File: config.mk
export PLATFORM = sky130hd
export DESIGN_NAME = ecs_error_unit
export DESIGN_NICKNAME = d
export VERILOG_FILES = /design/src/logic/ecs_pkg.sv /design/src/logic/ecs_error_unit.sv
export SDC_FILE = /design/constraint.sdc
export NUM_CORES = 1
export LEC_CHECK = 0
export BUFFER_PORTS_ARGS = -buffer_cell sky130_fd_sc_hd__buf_4
export CAP_MARGIN = 15
export CORE_AREA = 10 10 107 133
export DETAILED_ROUTE_END_ITERATION = 6
export DIE_AREA = 0 0 117 143
export PLACE_DENSITY = 0.83
export SLEW_MARGIN = 20
export SYNTH_ARGS = -nofsm -noshare
export SYNTH_HDL_FRONTEND = slang
export SYNTH_SLANG_ARGS = --single-unit
File: constraint.sdc
create_clock -name mclk -period 11.4 [get_ports mclk]
set_input_delay 1.71 -clock mclk [delete_from_list [all_inputs] [get_ports mclk]]
set_output_delay 1.71 -clock mclk [all_outputs]
set_load 0.01 [all_outputs]
File: src/logic/ecs_pkg.sv
// Shared constants and carrier types for the error containment unit.
// Assumes one clock domain; all event inputs come from logic on mclk.
package ecs_pkg;
  // Register byte offsets
  localparam logic [7:0] OFF_CTRL    = 8'h00;
  localparam logic [7:0] OFF_STATUS  = 8'h04;
  localparam logic [7:0] OFF_GERR_NS = 8'h08;
  localparam logic [7:0] OFF_GERR_S  = 8'h0c;
  localparam logic [7:0] OFF_GERR_R  = 8'h10;
  localparam logic [7:0] OFF_CONS_NS = 8'h14;
  localparam logic [7:0] OFF_CONS_S  = 8'h18;
  localparam logic [7:0] OFF_CONS_R  = 8'h1c;
  localparam logic [7:0] OFF_DPT_FAR = 8'h20;
  localparam logic [7:0] OFF_ROOTCR  = 8'h24;
  // Control fields
  localparam int CTRL_SEC   = 0;
  localparam int CTRL_REALM = 1;
  localparam int CTRL_ROOT  = 2;
  localparam int CTRL_RAS   = 3;
  localparam logic [3:0] CTRL_RST = 4'hf;
  // Global error flag positions
  localparam int GE_CMDQ     = 0;
  localparam int GE_EVTQ_ABT = 2;
  localparam int GE_PRIQ_ABT = 3;
  localparam int GE_SFM      = 8;
  localparam int GE_DPT      = 9;
  // Status fields
  localparam int ST_SFM     = 0;
  localparam int ST_SYN_LSB = 1;
  localparam int ST_ISO     = 3;
  // Codes
  localparam int CONS_ERR_LSB = 24;
  localparam logic [6:0] CMD_ABORT_CODE  = 7'h02;
  localparam logic [3:0] PERMISSION_TABLE_ABORT_CODE_CODE   = 4'h1;
  localparam logic [7:0] EVT_WALK_EABT   = 8'h01;
  localparam logic [7:0] EVT_STE_FETCH   = 8'h02;
  localparam logic [7:0] EVT_CD_FETCH    = 8'h03;
  localparam logic [7:0] EVT_INT_ABORT   = 8'h04;
  localparam logic ROOT_CONTROL_IMPLEMENTED_VAL = 1'b1;

  typedef enum logic [1:0] {
    SEC_NS = 2'b00, SEC_S = 2'b01, SEC_R = 2'b10, SEC_ROOT = 2'b11
  } ecs_sec_t;
  typedef enum logic [2:0] {
    ERR_NONE = 3'b000, ERR_WALK = 3'b001, ERR_STE = 3'b010,
    ERR_CD = 3'b011, ERR_CACHE = 3'b100, ERR_REGUE = 3'b101
  } ecs_errkind_t;
  typedef enum logic [1:0] {
    Q_CMD = 2'b00, Q_PRIQ = 2'b01, Q_EVTQ = 2'b10, Q_DPT = 2'b11
  } ecs_qkind_t;
  typedef struct packed {
    logic valid; logic pcie; ecs_sec_t sec; ecs_errkind_t err;
  } ecs_txn_t;
  typedef struct packed { logic valid; logic abort; logic ca; } ecs_resp_t;
  typedef struct packed { logic valid; ecs_qkind_t kind; ecs_sec_t sec; } ecs_qerr_t;
  typedef struct packed { logic valid; logic isolated; } ecs_interr_t;
  typedef struct packed { logic valid; ecs_sec_t sec; logic [7:0] code; } ecs_evt_t;
  typedef struct packed {
    logic valid; logic cache; ecs_sec_t agent; ecs_sec_t target;
  } ecs_dbg_t;
endpackage

File: src/logic/ecs_error_unit.sv
// Error consumption, containment, reporting and failure mode logic.
// Assumes all inputs are synchronous to mclk and driven by on-chip logic;
// the register port never stalls and answers reads one cycle later.
`timescale 1ns/1ps
module ecs_error_unit (
  input  wire logic                 mclk,
  input  wire logic                 rst_n,
  input  wire logic [7:0]           regAddr,
  input  wire logic [31:0]          regWrData,
  input  wire logic                 regWr,
  input  wire logic                 regRd,
  input  wire ecs_pkg::ecs_sec_t    regSec,
  output logic      [31:0]          regRdData,
  input  wire ecs_pkg::ecs_txn_t    txnIn,
  output ecs_pkg::ecs_resp_t        respOut,
  input  wire ecs_pkg::ecs_qerr_t   qErrIn,
  input  wire ecs_pkg::ecs_interr_t intErrIn,
  output ecs_pkg::ecs_evt_t         evtOut,
  output logic                      queueEnable,
  output logic                      errRecoveryReq,
  output logic                      failureModeIrq,
  input  wire ecs_pkg::ecs_dbg_t    dbgIn,
  output logic                      dbgGrant,
  output logic                      dbgDeny
);
  logic        rstMeta;
  logic        rstSync;
  logic [3:0]  ctrl;
  logic        service_failure_mode;
  logic [1:0]  syndrome;
  logic        isoSeen;
  logic [31:0] gerr [3];
  logic [6:0]  consErr [3];
  logic [3:0]  dptFar;
  logic        sfmEnter;
  logic        txnErr;
  logic        qErr;
  logic        consumed;
  logic [31:0] next_rdData;

  // Bank of a security state; Root faults land in the Secure bank
  function automatic logic [1:0] bankOf(input ecs_pkg::ecs_sec_t s);
    case (s)
      ecs_pkg::SEC_NS: bankOf = 2'h0;
      ecs_pkg::SEC_R:  bankOf = 2'h2;
      default:         bankOf = 2'h1;
    endcase
  endfunction

  // Security isolation check shared by registers, debug and cache readout
  function automatic logic canAccess(input ecs_pkg::ecs_sec_t agent,
                                     input ecs_pkg::ecs_sec_t target,
                                     input logic [3:0] c);
    logic ok;
    ok = 1'b0;
    case (target)
      ecs_pkg::SEC_NS:
        ok = 1'b1;
      ecs_pkg::SEC_S:
        ok = c[ecs_pkg::CTRL_SEC] &&
             (agent == ecs_pkg::SEC_S || agent == ecs_pkg::SEC_ROOT);
      ecs_pkg::SEC_R:
        ok = c[ecs_pkg::CTRL_REALM] &&
             (agent == ecs_pkg::SEC_R || agent == ecs_pkg::SEC_ROOT);
      ecs_pkg::SEC_ROOT:
        ok = c[ecs_pkg::CTRL_ROOT] && agent == ecs_pkg::SEC_ROOT;
      default:
        ok = 1'b0;
    endcase
    canAccess = ok;
  endfunction

  // Reset release through two flops so removal is glitch free
  always_ff @(posedge mclk or negedge rst_n)
  begin
    if (!rst_n)
    begin
      rstMeta <= 1'b0;
      rstSync <= 1'b0;
    end
    else
    begin
      rstMeta <= 1'b1;
      rstSync <= rstMeta;
    end
  end

  // Error classification for this cycle
  always_comb
  begin
    txnErr   = txnIn.valid && txnIn.err != ecs_pkg::ERR_NONE;
    // queue traffic is dead once failed
    qErr     = qErrIn.valid && !service_failure_mode;
    consumed = txnErr || qErr || intErrIn.valid;
    sfmEnter = !service_failure_mode && ((intErrIn.valid && !intErrIn.isolated) ||
               (txnIn.valid && txnIn.err == ecs_pkg::ERR_REGUE));
  end

  always_ff @(posedge mclk or negedge rstSync)
  begin
    if (!rstSync)
      service_failure_mode <= 1'b0;
    else if (sfmEnter)
      service_failure_mode <= 1'b1;
  end

  // Cause of entry kept for diagnosis; isolated hits noted separately
  always_ff @(posedge mclk or negedge rstSync)
  begin
    if (!rstSync)
    begin
      syndrome <= 2'h0;
      isoSeen  <= 1'b0;
    end
    else
    begin
      if (sfmEnter)
        syndrome <= (intErrIn.valid && !intErrIn.isolated) ? 2'h1 : 2'h2;
      if (intErrIn.valid && intErrIn.isolated)
        isoSeen <= 1'b1;
      else if (regWr && regAddr == ecs_pkg::OFF_STATUS &&
               regWrData[ecs_pkg::ST_ISO])
        isoSeen <= 1'b0;
    end
  end

  // Implementation controls; only a Root agent may change them
  always_ff @(posedge mclk or negedge rstSync)
  begin
    if (!rstSync)
      ctrl <= ecs_pkg::CTRL_RST;
    else if (regWr && regAddr == ecs_pkg::OFF_CTRL && regSec == ecs_pkg::SEC_ROOT)
      ctrl <= regWrData[3:0];
  end

  // Global error flags per bank, write one to clear; a set in the
  // same cycle as a clear wins so no event is lost
  always_ff @(posedge mclk or negedge rstSync)
  begin
    if (!rstSync)
    begin
      for (int b = 0; b < 3; b++)
        gerr[b] <= 32'h0;
    end
    else
    begin
      for (int b = 0; b < 3; b++)
      begin
        logic [31:0] set;
        logic [31:0] clr;
        logic [7:0]  off;
        set = 32'h0;
        off = (b == 0) ? ecs_pkg::OFF_GERR_NS :
              (b == 1) ? ecs_pkg::OFF_GERR_S : ecs_pkg::OFF_GERR_R;
        clr = (regWr && regAddr == off &&
               canAccess(regSec, ecs_pkg::ecs_sec_t'(b[1:0]), ctrl)) ?
              regWrData : 32'h0;
        if (qErr && bankOf(qErrIn.sec) == b[1:0])
        begin
          case (qErrIn.kind)
            ecs_pkg::Q_CMD:  set[ecs_pkg::GE_CMDQ] = 1'b1;
            ecs_pkg::Q_PRIQ: set[ecs_pkg::GE_PRIQ_ABT] = 1'b1;
            ecs_pkg::Q_EVTQ: set[ecs_pkg::GE_EVTQ_ABT] = 1'b1;
            ecs_pkg::Q_DPT:  set[ecs_pkg::GE_DPT] = 1'b1;
            default:         set = 32'h0;
          endcase
        end
        if (sfmEnter && (b == 0 || (b == 1 && ctrl[ecs_pkg::CTRL_SEC])))
          set[ecs_pkg::GE_SFM] = 1'b1;
        gerr[b] <= (gerr[b] & ~clr) | set;
      end
    end
  end

  // Consumer error field and permission table fault code
  always_ff @(posedge mclk or negedge rstSync)
  begin
    if (!rstSync)
    begin
      for (int b = 0; b < 3; b++)
        consErr[b] <= 7'h0;
      dptFar <= 4'h0;
    end
    else if (qErr)
    begin
      if (qErrIn.kind == ecs_pkg::Q_CMD)
        consErr[bankOf(qErrIn.sec)] <= ecs_pkg::CMD_ABORT_CODE;
      if (qErrIn.kind == ecs_pkg::Q_DPT)
        dptFar <= ecs_pkg::PERMISSION_TABLE_ABORT_CODE_CODE;
    end
  end

  // Client responses; an errored or post-failure transaction never passes
  always_ff @(posedge mclk or negedge rstSync)
  begin
    if (!rstSync)
      respOut <= '0;
    else
    begin
      respOut.valid <= txnIn.valid;
      respOut.abort <= txnIn.valid && (txnErr || service_failure_mode || sfmEnter);
      respOut.ca    <= txnIn.valid && txnIn.pcie && (txnErr || service_failure_mode || sfmEnter);
    end
  end

  // Fault event records; none are written once the queues are stopped
  always_ff @(posedge mclk or negedge rstSync)
  begin
    if (!rstSync)
      evtOut <= '0;
    else
    begin
      evtOut.valid <= txnErr && !service_failure_mode && !sfmEnter;
      evtOut.sec   <= txnIn.sec;
      case (txnIn.err)
        ecs_pkg::ERR_WALK: evtOut.code <= ecs_pkg::EVT_WALK_EABT;
        ecs_pkg::ERR_STE:  evtOut.code <= ecs_pkg::EVT_STE_FETCH;
        ecs_pkg::ERR_CD:   evtOut.code <= ecs_pkg::EVT_CD_FETCH;
        default:           evtOut.code <= ecs_pkg::EVT_INT_ABORT;
      endcase
    end
  end

  // Queue gate and recovery notifications
  always_ff @(posedge mclk or negedge rstSync)
  begin
    if (!rstSync)
    begin
      queueEnable    <= 1'b0;
      errRecoveryReq <= 1'b0;
      failureModeIrq <= 1'b0;
    end
    else
    begin
      queueEnable    <= !service_failure_mode && !sfmEnter;
      errRecoveryReq <= (consumed && ctrl[ecs_pkg::CTRL_RAS]) || sfmEnter;
      failureModeIrq <= service_failure_mode || sfmEnter;
    end
  end

  // Debug and cache readout gate; answer one cycle after the request
  always_ff @(posedge mclk or negedge rstSync)
  begin
    if (!rstSync)
    begin
      dbgGrant <= 1'b0;
      dbgDeny  <= 1'b0;
    end
    else
    begin
      dbgGrant <= dbgIn.valid && canAccess(dbgIn.agent, dbgIn.target, ctrl);
      dbgDeny  <= dbgIn.valid && !canAccess(dbgIn.agent, dbgIn.target, ctrl);
    end
  end

  // Read mux; banks the agent may not see read as zero
  always_comb
  begin
    next_rdData = 32'h0;
    case (regAddr)
      ecs_pkg::OFF_CTRL:
        next_rdData = {28'h0, ctrl};
      ecs_pkg::OFF_STATUS:
        next_rdData = {28'h0, isoSeen, syndrome, service_failure_mode};
      ecs_pkg::OFF_GERR_NS:
        next_rdData = gerr[0];
      ecs_pkg::OFF_GERR_S:
        if (canAccess(regSec, ecs_pkg::SEC_S, ctrl))
          next_rdData = gerr[1];
      ecs_pkg::OFF_GERR_R:
        if (canAccess(regSec, ecs_pkg::SEC_R, ctrl))
          next_rdData = gerr[2];
      ecs_pkg::OFF_CONS_NS:
        next_rdData = {1'b0, consErr[0], 24'h0};
      ecs_pkg::OFF_CONS_S:
        if (canAccess(regSec, ecs_pkg::SEC_S, ctrl))
          next_rdData = {1'b0, consErr[1], 24'h0};
      ecs_pkg::OFF_CONS_R:
        if (canAccess(regSec, ecs_pkg::SEC_R, ctrl))
          next_rdData = {1'b0, consErr[2], 24'h0};
      ecs_pkg::OFF_DPT_FAR:
        next_rdData = {28'h0, dptFar};
      ecs_pkg::OFF_ROOTCR:
        next_rdData = {31'h0, ecs_pkg::ROOT_CONTROL_IMPLEMENTED_VAL};
      default:
        next_rdData = 32'h0;
    endcase
  end

  always_ff @(posedge mclk or negedge rstSync)
  begin
    if (!rstSync)
      regRdData <= 32'h0;
    else
      regRdData <= regRd ? next_rdData : 32'h0;
  end
endmodule

# --- Word-level counts from Yosys, hierarchy flattened ---
# Index checks and enable logic that the tools add are counted.
word_totals:
  regBits: 174
  inputBits: 66
  out_inout_bits: 51
  wordCells: 158
op_classes:
  n_lt_le_gt_ge: 2
  n_eq_ne: 28
  mux: 32
  bitwise_logic: 13
  n_reduce_logical: 58
ops:
  columns: ["cell", "count"]
  rows:
  - ["$pmux W32 S10", 1]
  - ["$mux W32", 6]
  - ["$and A32 B32 Y32", 3]
  - ["$not A32 Y32", 3]
  - ["$or A32 B32 Y32", 3]
  - ["$mux W31", 2]
  - ["$logic_and A1 B1 Y1", 34]
  - ["$eq A8 B5 Y1 const B", 4]
  - ["$mux W10", 3]
  - ["$eq A2 B2 Y1 const B", 10]
  - ["$and A18 B18 Y18", 1]
  - ["$not A18 Y18", 1]
  - ["$eq A8 B4 Y1 const B", 2]
  - ["$eq A8 B6 Y1 const B", 2]
  - ["$demux W7 S2", 1]
  - ["$mux W1", 12]
  - ["$logic_or A1 B1 Y1", 11]
  - ["$eq A2 B1 Y1 const B", 5]
  - ["$pmux W3 S3", 1]
  - ["$eq A8 B3 Y1 const B", 1]
  - ["$logic_not A2 Y1", 4]
  - ["$logic_not A8 Y1", 1]
  - ["$mux W7", 1]
  - ["$eq A3 B2 Y1 const B", 2]
  - ["other kinds (13)", 19]

# --- Depth between registers and ports, before layout ---
logic_depth:
  depth_word: 11
  depth_mapped: 7
  ltp_nobuf: 4

# --- Worst setup path after synthesis ---
# OpenSTA, ideal clock, no wires.
synth_timing:
  path_type: "input port to flip-flop"
  start: "in regAddr[3]"
  end: "reg regRdData[15]"
  setup_ns: 0.078
  arrival_ns: 2.856
  required_time_ns: 11.322
  path_slack_ns: 8.467
  cell_stages: 6
  n_path_buf: 2
  path_cell_list: "buf_6 -> o21ai_0 -> nand3_1 -> nor4_4 -> buf_6 -> o2bb2ai_1"
synth_via:
  elab_chain_len: 3
  elab_cells_between_ends: 12
  classes_between: "eq/ne (9); mux (2); reduce/logical (1)"
synth_rtl:
  columns: ["element", "line", "source"]
  rows:
  - ["start, declared", "ecs_error_unit.sv:8", "input wire logic [7:0] regAddr,"]
  - ["$eq A8 B6 Y1 (tied with other cells)", "ecs_error_unit.sv:260", "case (regAddr)"]
  - ["$pmux W32 S10 *", "ecs_error_unit.sv:260", null]
  - ["$mux W32 *", "ecs_error_unit.sv:295", "regRdData <= regRd ? next_rdData : 32'h0;"]
  - ["end signal, assigned", "ecs_error_unit.sv:295", null]
  - ["end, declared", "ecs_error_unit.sv:13", "output logic [31:0] regRdData,"]
# Mark *: on every way between the ends. The rest lies on a longest branch, timed or not.
# A chain may end at the register's enable or synchronous reset.

# --- Worst setup path in the final report ---
layout_timing:
  start: "in regAddr[4]"
  end: "reg gerr[75] (netlist name)"
layout_via:
  elab_chain_len: 6
layout_rtl:
  columns: ["element", "line", "source"]
  rows:
  - ["$eq A8 B4 Y1", "ecs_error_unit.sv:155", "clr = (regWr && regAddr == off &&"]
  - ["$logic_and A1 B1 Y1", "ecs_error_unit.sv:155", null]
  - ["$mux W32", "ecs_error_unit.sv:156", "canAccess(regSec, ecs_pkg::ecs_sec_t'(b[1:0]), ctrl)) ?"]
  - ["$not A32 Y32", "ecs_error_unit.sv:170", "gerr[b] <= (gerr[b] & ~clr) | set;"]
  - ["$and A32 B32 Y32", "ecs_error_unit.sv:170", null]
  - ["$or A32 B32 Y32", "ecs_error_unit.sv:170", null]
  - ["end signal, assigned by index", "ecs_error_unit.sv:170", null]
  - ["end, declared", "ecs_error_unit.sv:32", "logic [31:0] gerr [3];"]
# No other way between the ends.

==> out/qor.txt <==
Outcome - completed
Pin count of the biggest net entering global routing - 94
Post-Syn Area - 6870 sq um
Critical R2R Launch - ctrl[0]
Syn Area/Cell - 13.1 sq um
RSZ-0062 raised after global routing - no
Post-CTS Setup Inserts - 0
Critical path data required time - 11.69 ns
Register area - 4360 sq um
CTS tree - done
Clock period minus worst slack - 3.60 ns
Avg WL per Cell - 21.3 microns
R2R Setup Slk - 8.98 ns
Post-Synth Adder-Cell Area - 0
Clk root buf - clkbuf_16
Crit Path Max Fanout - 20
Count of placed standard cells including taps - 752
Worst R2R End - regRdData[29]
Power per Cell Area - 153 nW/um^2
Synth Register Bits - 174
Endpoints failing setup - 0
Most common cell after layout, fill and taps aside - dfrtp_1
Post-synthesis mux area share - 0.0140
DRC viols - 0
Num rows - 44
Max_cap viols - 0
Vias - 4800
Number of library cell types mapped by synthesis - 59
Setup tns final - 0 ns
Clock buffer depth - 2
GPL Wtd Cong - 0.843
Area delta synth->final - 21.7%
Grt total ovfl - 0
IO Pins - 117
Layout cells sized above 1 - 0.265
Top_reg_cell synth - dfrtp_1
Commonest non-fill, non-tap cells in the layout - dfrtp_1 (169), buf_4 (116), a21boi_0 (82), a22oi_1 (35), o2bb2ai_1 (31)
Non-Filler Instances - 784
Vias in the first global route - 5219
Vias per inst - 6.12
Later-pin clock latency in the skew report - 0.43 ns
Post-synth EDFFs - 0
Fin nets - 699
DPL Wire Length - 11.0 mm
Post-synthesis instance total - 524
Crit path DAT - 3.89 ns
Crit path to - gerr[75]
CTS Buf Count - 17
Maximum VDD drop - 0.0932 mV
Final Cycle Share - 0.316
N_diodes - 0
GRT Total Usage - 0.207
Final Skew - 0.00753 ns
Fillers - 799
CTS clk-pin slew, worst paths - 0.06 ns
Clock sinks - 174
XOR/XNOR Fraction of Synth Area - 0
Post-cts sizing count - 0
Post-Route WL - 16.7 mm
Worst Setup Start Kind - input pin
Critical Path Sink Type - register
Place WS - 7.41 ns
Worst-Margin Slew - 1.04 ns
Core area - 11600 sq um
Largest family of logic cells by synthesized area - compound AO/OA/AOI/OAI gates
First-pass GRT wire length - 27.0 mm
FMAX - 278 MHz
Die area - 16700 sq um
Area of the multi-input gates - 2330 sq um
DRT Pass-1 Iters - 5
Cts hold-fix bufs - 0
Initial antenna violation count - 0
Die W - 117 microns
Die Ht - 143 microns
H-Tree Depth - 4
Initial core utilization - 0.594
Slew headroom - 0.303
Worst setup path startpoint - regAddr[4]
Slew Limit Fails - 0
Yosys warns - 0
Final WS setup - 7.80 ns
DRT iter0 DRCs - 273
Lkg Pwr - 3.87 nW
Ys async rst share - 1.00
Number of buffers added on ports - 110
Synth Area in Compound Gates - 0.216
Reg2Reg Depth - 5
Setup CP Type - in -> reg
Hold Fails Final Rpt - 0
Min-delay worst type - reg -> reg
Simple logic cell fraction of the synthesized area - 0.104
Seq/Total Area, Yosys - 0.634
Post-route ant nets - 0
synthesized netlist by cell type, drive strengths merged, types with 6 or more instances:
library cell / number / share of area
and2: 25 / 0.023
nand2b: 6 / 0.0055
a21boi: 82 / 0.090
nand2: 22 / 0.012
dfrtp: 170 / 0.62
nand3: 6 / 0.0044
o2bb2ai: 32 / 0.042
nor2: 10 / 0.0055
buf: 22 / 0.022
nand3b: 7 / 0.0076
clkbuf: 9 / 0.0051
o21ai: 7 / 0.0051
a22oi: 35 / 0.038
cell families (layout without fill, tap and decap cells):
| family | Yosys count | count (layout) |
|---|---|---|
| simple gates | 113 | 113 |
| flops | 174 | 174 |
| other cells | 2 | 6 |
| compound gates | 190 | 190 |
| mux | 9 | 9 |
| buf+inv | 36 | 154 |
through the flow:
| step | power [mW] | utilization | hold slack (ns) | cell area, sq um |
|---|---|---|---|---|
| floorplan | 0.673 | - | 0.331 | 6890 |
| global placement | 0.704 | 0.671 | 0.342 | 7760 |
| detailed placement | 0.707 | 0.671 | 0.342 | 7760 |
| CTS | 1.28 | 0.723 | 0.360 | 8360 |
| global route | 1.32 | 0.723 | 0.376 | 8360 |
| finish | 1.28 | 0.723 | 0.357 | 8360 |
flip-flops by register name, indices dropped and copies added (netlist names):
signal                cells
consErr                  21
ctrl                      4
dbgDeny                   1
dbgGrant                  1
dptFar                    1
errRecoveryReq            1
evtOut                    6
failureModeIrq            1
gerr                     96
isoSeen                   1
queueEnable               1
regRdData                32
respOut                   3
rstMeta                   1
rstSync                   1
service_failure_mode      1
syndrome                  2
area by class of cell:
cell class	instances	share of cell area
multi-input combinational	318	0.279
timing repair buffer	117	0.106
clock inverter	14	0.0186
inverter	5	0.00224
tap	138	0.0207
clock buffer	18	0.0525
sequential	174	0.522
critical path: stages:
cell	delay, ns
buf_4	0.16
nor4_2	0.89
and3_1	0.61
buf_4	0.36
a21boi_0	0.15
where the power goes:
group          switching [mW]  internal, mW
combinational          0.0316        0.0270
clock                   0.247         0.333
sequential             0.0102         0.627
total                   0.289         0.987
per-layer routing:
metal / part of all wire / vias up / global-route usage
met2: 0.51 / 167 / 0.340
li1: - / 2150 / -
met5: 0 / - / 0
met1: 0.40 / 2453 / 0.251
met3: 0.070 / 30 / 0.0549
met4: 0.020 / 0 / 0.0900
how the worst min path moves through the flow:
stage                          to  cells after the start  slack (ns)    start
after global placement    rstSync                      0        0.34  rstMeta
after floorplan           rstSync                      0        0.33  rstMeta
after global routing      rstSync                      0        0.38  rstMeta
final                     rstSync                      0        0.36  rstMeta
after detailed placement  rstSync                      0        0.34  rstMeta
after CTS                 rstSync                      0        0.36  rstMeta
Note: power is estimated with default switching activity, not from simulation.
